## src/design/irq_map.svh

```systemverilog
`ifndef IRQ_MAP_SVH
`define IRQ_MAP_SVH

// ----------------------------------------
// Register map, page 0
// ----------------------------------------
`define IRQ_PAGE 8'h00
`define IRQ_CONFIG_ADDR 8'h32
`define IRQ_MASK_BANK_ADDR 8'h33
`define IRQ_LATCH_ADDR 8'h36
`define IRQ_CONFIG_RST 8'h00
`define IRQ_MASK_BANK_RST 8'hff
`define IRQ_LATCH_RST 8'h00
`define IRQ_CONFIG_WMASK 8'he4
`define IRQ_SRC_MASK 8'hc0

// ----------------------------------------
// Field positions
// ----------------------------------------
`define IRQ_POL_BIT 7
`define IRQ_MODE_HI 6
`define IRQ_MODE_LO 5
`define IRQ_FILT_BIT 2
`define IRQ_ASP_BIT 7
`define IRQ_PLL_BIT 6

// ----------------------------------------
// Timing
// ----------------------------------------
`define IRQ_PULSE_MS 2
`define IRQ_CLK_KHZ 20000

`endif

```

## src/design/irq_pkg.sv

```systemverilog
package irq_pkg;

  typedef enum logic [1:0] {
    MODE_LEVEL = 2'h0,
    MODE_RSVD = 2'h1,
    MODE_REPEAT = 2'h2,
    MODE_SINGLE = 2'h3
  } irq_mode_e;

  typedef struct packed {
    logic [7:0] cfg;
    logic [7:0] mask;
    logic [7:0] latch;
    logic [7:0] rdata;
    logic pin;
  } irq_state_s;

endpackage

```

## src/design/irq_tmr_if.sv

```systemverilog
`timescale 1ns/10ps
interface irq_tmr_if;
  logic run;
  logic kick;
  logic rpt;
  logic on;
  modport ctl (output run, output kick, output rpt, input on);
  modport tmr (input run, input kick, input rpt, output on);
endinterface

```

## src/design/audio_adc_interrupt_logic.sv

```systemverilog
`timescale 1ns/10ps
`include "irq_map.svh"
module audio_adc_interrupt_logic #(
  parameter int PULSE_CYC = `IRQ_PULSE_MS * `IRQ_CLK_KHZ
) (
  input wire logic mclk,
  input wire logic rst_b,
  input wire logic [7:0] reg_page,
  input wire logic [7:0] reg_addr,
  input wire logic reg_wr,
  input wire logic reg_rd,
  input wire logic [7:0] reg_wdata,
  output logic [7:0] reg_rdata,
  input wire logic asp_clk_err_evt,
  input wire logic pll_lock_evt,
  output logic irq_out_active_low
);
  irq_pkg::irq_state_s s_q;
  irq_pkg::irq_state_s s_d;
  irq_tmr_if tmr ();

  logic [7:0] evt;
  logic [7:0] unmasked;
  logic [7:0] shown;
  logic pending;
  logic fire;
  logic act;
  logic sel_cfg;
  logic sel_mask;
  logic sel_latch;
  irq_pkg::irq_mode_e mode;

  // ----------------------------------------
  // Decode and event gating
  // ----------------------------------------
  assign sel_cfg = reg_page == `IRQ_PAGE && reg_addr == `IRQ_CONFIG_ADDR;
  assign sel_mask = reg_page == `IRQ_PAGE && reg_addr == `IRQ_MASK_BANK_ADDR;
  assign sel_latch = reg_page == `IRQ_PAGE && reg_addr == `IRQ_LATCH_ADDR;
  assign mode = irq_pkg::irq_mode_e'(s_q.cfg[`IRQ_MODE_HI:`IRQ_MODE_LO]);

  always_comb begin
    evt = '0;
    evt[`IRQ_ASP_BIT] = asp_clk_err_evt;
    evt[`IRQ_PLL_BIT] = pll_lock_evt;
  end

  // A set mask bit hides its source from the pin.
  assign unmasked = s_q.latch & ~s_q.mask & `IRQ_SRC_MASK;
  assign pending = |unmasked;
  assign fire = |(evt & ~s_q.mask & `IRQ_SRC_MASK);
  assign shown = s_q.cfg[`IRQ_FILT_BIT] ? unmasked : (s_q.latch & `IRQ_SRC_MASK);

  // ----------------------------------------
  // Pulse timer
  // ----------------------------------------
  assign tmr.rpt = mode == irq_pkg::MODE_REPEAT;
  assign tmr.run = pending;
  assign tmr.kick = mode == irq_pkg::MODE_SINGLE && fire;

  if (PULSE_CYC < 2) begin : g_chk
    $error("PULSE_CYC must be at least 2");
  end

  irq_pulse_timer #(
    .PULSE_CYC(PULSE_CYC)
  ) u_timer (
    .mclk(mclk),
    .rst_b(rst_b),
    .t(tmr)
  );

  // The reserved mode 1 is served as level mode so a bad write still signals events.
  always_comb begin
    case (mode)
      irq_pkg::MODE_REPEAT: act = pending && tmr.on;
      irq_pkg::MODE_SINGLE: act = tmr.on;
      irq_pkg::MODE_LEVEL: act = pending;
      default: act = pending;
    endcase
  end

  // ----------------------------------------
  // State update
  // ----------------------------------------
  always_comb begin
    s_d = s_q;
    if (reg_rd) begin
      s_d.rdata = 8'h00;
      if (sel_cfg) begin
        s_d.rdata = s_q.cfg & `IRQ_CONFIG_WMASK;
      end
      if (sel_mask) begin
        s_d.rdata = s_q.mask;
      end
      if (sel_latch) begin
        s_d.rdata = shown;
        s_d.latch = s_q.latch & ~shown;
      end
    end
    // Only the bits shown are cleared, so a hidden source keeps its capture.
    // A new event in the clearing cycle wins over the clear.
    s_d.latch = s_d.latch | evt;
    if (reg_wr && sel_cfg) begin
      s_d.cfg = reg_wdata & `IRQ_CONFIG_WMASK;
    end
    if (reg_wr && sel_mask) begin
      s_d.mask = reg_wdata;
    end
    s_d.pin = s_q.cfg[`IRQ_POL_BIT] ? act : !act;
  end

  always_ff @(posedge mclk or negedge rst_b) begin
    if (!rst_b) begin
      s_q.cfg <= `IRQ_CONFIG_RST;
      s_q.mask <= `IRQ_MASK_BANK_RST;
      s_q.latch <= `IRQ_LATCH_RST;
      s_q.rdata <= 8'h00;
      s_q.pin <= 1'b1;
    end else begin
      s_q <= s_d;
    end
  end

  assign reg_rdata = s_q.rdata;
  assign irq_out_active_low = s_q.pin;
endmodule // audio_adc_interrupt_logic

```

## src/design/irq_pulse_timer.sv

```systemverilog
`timescale 1ns/10ps
`include "irq_map.svh"
module irq_pulse_timer #(
  parameter int PULSE_CYC = `IRQ_PULSE_MS * `IRQ_CLK_KHZ
) (
  input wire logic mclk,
  input wire logic rst_b,
  irq_tmr_if.tmr t
);
  localparam int CW = $clog2(2 * PULSE_CYC);
  localparam logic [CW-1:0] HALF = CW'(PULSE_CYC);
  localparam logic [CW-1:0] LAST = CW'(2 * PULSE_CYC - 1);

  if (PULSE_CYC < 2) begin : g_chk
    $error("PULSE_CYC must be at least 2");
  end

  typedef struct packed {
    logic [CW-1:0] cnt;
    logic shot;
  } tmr_s;

  tmr_s s_q;
  tmr_s s_d;

  // ----------------------------------------
  // Counter
  // ----------------------------------------
  // One counter serves both modes; the repeating phase restarts whenever the run level drops.
  always_comb begin
    s_d = s_q;
    if (t.rpt) begin
      s_d.shot = 1'b0;
      if (!t.run || s_q.cnt == LAST) begin
        s_d.cnt = '0;
      end else begin
        s_d.cnt = s_q.cnt + 1'b1;
      end
    end else if (t.kick) begin
      s_d.shot = 1'b1;
      s_d.cnt = '0;
    end else if (s_q.shot) begin
      s_d.cnt = s_q.cnt + 1'b1;
      if (s_q.cnt == HALF - 1'b1) begin
        s_d.shot = 1'b0;
      end
    end else begin
      s_d.cnt = '0;
    end
  end

  always_ff @(posedge mclk or negedge rst_b) begin
    if (!rst_b) begin
      s_q <= '0;
    end else begin
      s_q <= s_d;
    end
  end

  assign t.on = t.rpt ? (t.run && s_q.cnt < HALF) : s_q.shot;
endmodule // irq_pulse_timer

```

## config.mk

```make
export PLATFORM = sky130hd
export DESIGN_NAME = audio_adc_interrupt_logic
export DESIGN_NICKNAME = d
export VERILOG_FILES = /design/src/design/irq_pkg.sv /design/src/design/irq_tmr_if.sv /design/src/design/audio_adc_interrupt_logic.sv /design/src/design/irq_pulse_timer.sv
export VERILOG_INCLUDE_DIRS = /design/src /design/src/design
export SDC_FILE = /design/constraint.sdc
export NUM_CORES = 1
export LEC_CHECK = 0
export BUFFER_PORTS_ARGS = -buffer_cell sky130_fd_sc_hd__buf_2
export CELL_PAD_IN_SITES_DETAIL_PLACEMENT = 0
export CELL_PAD_IN_SITES_GLOBAL_PLACEMENT = 1
export CORE_MARGIN = 10
export CORE_UTILIZATION = 39
export CTS_CLUSTER_SIZE = 25
export DETAILED_ROUTE_END_ITERATION = 10
export PLACE_DENSITY = 0.73
export SLEW_MARGIN = 25
export SYNTH_ARGS = -nofsm -noshare
export SYNTH_HDL_FRONTEND = slang
export SYNTH_SLANG_ARGS = --single-unit
```

## constraint.sdc

```tcl
create_clock -name mclk -period 1.8 [get_ports mclk]
set_clock_uncertainty 0.05 [all_clocks]
set_input_delay 0 -clock mclk [delete_from_list [all_inputs] [get_ports mclk]]
set_output_delay 0 -clock mclk [all_outputs]
set_load 0.05 [all_outputs]
```

; Word level (Yosys, flattened, before mapping)
; Cells that the tools add are included.
[op_classes]
n_addsub = 1
eq_ne = 7
n_bitwise = 6
order_cmp = 1
reduce_logical = 14
n_mux = 14
[ops]
columns = cell, n
row1 = 2-to-1 mux 18 bit, 2
row2 = 2-to-1 mux 17 bit, 2
row3 = 2-to-1 mux 16 bit, 2
row4 = AND 8 bit, 3
row5 = equality test 8 x 6 -> 1 bit (second input constant), 3
row6 = 2-to-1 mux 8 bit, 3
row7 = adder 17 x 1 -> 17 bit (second input constant), 1
row8 = equality test 17 x 16 -> 1 bit (second input constant), 1
row9 = equality test 17 bit (second input constant), 1
row10 = less-than comparator 17 x 16 -> 1 bit (second input constant), 1
row11 = inverter 8 bit, 2
row12 = logical AND 1 bit, 8
row13 = zero test 8 bit, 1
row14 = OR 8 bit, 1
row15 = equality test 2 bit (second input constant), 2
row16 = 2-to-1 mux 1 bit, 4
row17 = OR reduction 2 bit, 2
row18 = zero test 1 bit, 2
row19 = case mux 1 bit (2 select lines), 1
row20 = logical OR 1 bit, 1
[totals]
regBits = 47
wordCells = 50
inputBits = 30
out_inout_bits = 9

; Longest topological paths before layout
[depth]
word_depth = 9
mapped_depth = 7
ltp_nobuf = 5

; Cells and area by module
; Synthesis repeated with hierarchy kept, for this count alone.
[hier_totals]
hier_cells = 193
area_unflattened_um2 = 2194.6
[by_module_without_submodules]
columns = mod, cells_each, area_per_inst_um2, instances, seq_area_each_um2
row1 = audio_adc_interrupt_logic, 91, 1173.6, 1, 586.8
row2 = irq_pulse_timer, 102, 1021.0, 1, 450.4

; Worst setup path after synthesis
; Ideal clock, no wire load.
[synth_timing]
path_kind = register -> register
startpoint = register u_timer.s_q[1] (netlist bit)
endpoint = register u_timer.s_q[10] (netlist bit)
arrival_ns = 1.590
setup_slack_ns = 0.023
synth_period_minus_slack_ns = 1.777
setup_ns = 0.137
t_required_ns = 1.613
path_stages_with_launch = 8
path_cell_list = dfrtp_1 > ha_1 > and4_2 > buf_4 > nand2_1 > o31ai_4 > buf_4 > a21oi_1
[synth_lines]
columns = item, line
row1 = "start, declared", irq_pulse_timer.sv:23  ; tmr_s s_q;
row2 = "start signal, assigned", irq_pulse_timer.sv:54  ; s_q <= '0;
row3 = "start signal, assigned", irq_pulse_timer.sv:56  ; s_q <= s_d;

==> summary.txt <==
net switching power - 345.6 uW
Top Ports - 39
fraction of the mapped netlist area in adder cells - 0.005942
Hold Crit Class - primary input to flip-flop
Slew Limit Headroom - 0.6591
count of pins over their slew limit - 0
part of the total power dissipated in sequential elements - 0.535
Starting DRT DRC Count - 74
via count of the first global-routing pass - 1,787
synthesized area per cell - 10.80 sq um
overall power - 1722 uW
layout cell share with drive strength beyond 1 - 0.3680
Post-Synth XOR/XNOR Area - 0.05407
worst-skew pair later-pin latency - 0.29 ns
part of the total power dissipated in the clock network - 0.418
final total negative setup slack - 0 ns
Final setup viols - 0
Net Count, Synth - 226
Max Root-Sink Buffers - 2
power per unit of standard cell area - 654.5 nW/um^2
Critical Path Sink Type - flip-flop
dominant combinational cell family by area after synthesis - simple AND/OR/NAND/NOR gates
share of power burned in combinational logic - 0.047
maximum achievable frequency - 581.9 MHz
final WL - 4.846 mm
wire per inst - 15.14 microns
I/O Buffers - 38
count of H-tree levels built during CTS - 2
number of design rule violations left after detail routing - 0
Die W - 93.48 microns
CP startpoint kind - flip-flop
Netlist cell types - 43
Warnings, synthesis - 0
area fraction of the dominant cell type after synthesis - 0.3803
top cell type by total area after synthesis - dfrtp_1
unrepaired setup endpoints after global routing - no
die boundary height - 93.48 microns
number of instances in the synthesized netlist - 195
final net count - 280
commonest non-fill, non-tap cell in the layout - buf_2
top area cells in the synthesized netlist - dfrtp_1, dfstp_2, mux2_2
post-synthesis sequential element count - 41
via density per instance - 5.197
Core Footprint - 5172 sq um
clock transition at the register clock pins on the worst setup and hold paths after CTS - 0.08 ns
Internal Dissipation - 1376 uW
hpwl dp - 3.603 mm
antenna violations before repair - 0
number of filler cells placed in the layout - 487
clock sink count - 41
pin slew with the least headroom to its limit - 0.5113 ns
CTS tree - built
final period utilization - 0.9548
maximum fanout count along the critical path - 6
data arrival time of the worst path - 1.87 ns
number of nets still failing antenna checks after routing - 0
register area share after synthesis - 0.4926
Total GRT Usage - 0.1201
cell area after synthesis - 2106 sq um
result of the run - completed
minimum period implied by the final worst setup slack - 1.719 ns
standard-cell row count - 26
CP Data Required Time - 1.96 ns
Worst Setup Path Type - flip-flop to flip-flop
number of clock buffers inserted by TritonCTS - 5
synthesized-area fraction occupied by ao, oa, aoi and oai cells - 0.1242
clock tree root driver cell - clkbuf_8
largest net degree at the start of global routing - 42
Sw Ratio - 0.2007
TritonRoute pass-1 iters - 4
number of inserted diodes - 0
number of max-cap violations - 0
initial core utilization - 0.4071
global placement routability congestion - 0.7767
total congestion overflow after global routing - 0
first-pass GRT wire length - 8.604 mm
die area - 8739 sq um
Synth Area in Simple Gates - 0.2002
final hold viol count - 0
peak supply drop - 354.5 uV
share of cell area taken by muxes after synthesis - 0.06417
via total after detailed routing - 1,663
Layout area overhead - 24.96%
leakage dissipation - 0.001167 uW
most frequent cells in the layout - buf_2, dfrtp_1, nand3_1
-- power by group through the flow --
stage | Sequential, uW | Combinational [uW] | Clock, uW
4_1_cts | 922 | 82.7 | 746
3_3_place_gp | 939 | 64.1 | 0
5_1_grt | 922 | 92.7 | 783
3_5_place_dp | 939 | 64.8 | 0
6_report | 922 | 80.2 | 720
2_1_floorplan | 939 | 9.10 | 0
-- area by class of cell --
type	count	area (sq um)	area share
clock buffer	6	72.57	0.02758
clock inverter	2	35.03	0.01331
inverter	2	7.507	0.002853
multi-input combinational	134	955.9	0.3633
sequential	41	1040	0.3952
tap	70	87.58	0.03329
timing repair buffer	65	432.9	0.1645
-- synthesized netlist by cell type (all sizes together) --
cell	count
nand3	19
clkbuf	3
a21oi	14
and2	4
a22oi	3
o221ai	1
and4	4
a32oi	2
o41ai	1
dfrtp	32
o211ai	1
nor2	1
dfstp	9
a21o	3
mux2	12
inv	2
nor4b	2
or4	3
a31oi	1
nand2b	6
xnor2	4
a22o	4
nor3	5
and4b	1
o31ai	2
o21ai	1
or3	2
a31o	1
nand2	13
buf	15
nor4	1
xor2	9
nor4bb	1
a21boi	2
nand4	8
ha	1
and3	2
-- routing by layer --
| layer | GRT usage | vias up | routed length [microns] |
|---|---|---|---|
| li1 | - | 818 | - |
| met1 | 0.1471 | 809 | 2209 |
| met2 | 0.1990 | 31 | 2402 |
| met3 | 0.02958 | 5 | 184 |
| met4 | 0.04370 | 0 | 49 |
| met5 | 0 | - | 0 |
-- path summary, 6_finish.rpt --
| path | from | to | slack (ns) | cells past startpoint |
|---|---|---|---|---|
| setup / recovery | u_timer.s_q[1] | u_timer.s_q[17] | 0.08 | 5 |
| hold / removal | reg_addr[7] | reg_rdata[7] | 0.04 | 4 |
| setup reg to reg | u_timer.s_q[1] | u_timer.s_q[17] | 0.08 | 5 |
| hold reg to reg | s_q[32] | irq_out_active_low | 0.42 | 1 |
| max in group asynchronous | rst_b | s_q[23] | 1.08 | 3 |
| min in group asynchronous | rst_b | s_q[15] | 0.25 | 3 |
-- what timing repair did --
item	in CTS	in global routing
setup endpoints to repair	0	18
setup buffers	0	2
endpoints found under the hold margin	46	0
hold buffers	11	0
gates resized for setup	0	5
-- worst max-delay path, cell delays in order (launching register included) --
cell	delay (ns)
dfrtp_1	0.40
ha_2	0.19
and4_4	0.26
nand3_1	0.10
or4_1	0.48
a22oi_1	0.15
-- cells by family after synthesis --
family,count (synthesis)
adders and majority gates,1
xor gates and xnor gates,13
muxes,12
AOI/OAI and AO/OA,36
buffers and inverters,20
DFF,41
and+or+nand+nor,72
-- per-stage QoR --
stage	util	hold WS [ns]	instance area (sq um)	std cells	setup WS [ns]
6_report	0.5087	0.04387	2631	320	0.08135
5_1_grt	0.5087	0.06361	2631	320	0.001988
4_1_cts	0.5031	0.03098	2603	318	0.02761
3_3_place_gp	0.4611	0.04748	2385	299	0.06730
2_1_floorplan	-	-0.3456	2106	195	0.02303
3_5_place_dp	0.4611	0.05136	2385	299	0.03621
-- flip-flops by register name, indices dropped and copies added, names as in the netlist --
signal,cells
u_timer.s_q,18
s_q,12
reg_rdata,8
mode,2
irq_out_active_low,1
No activity file was read; power rests on OpenSTA's default activity.
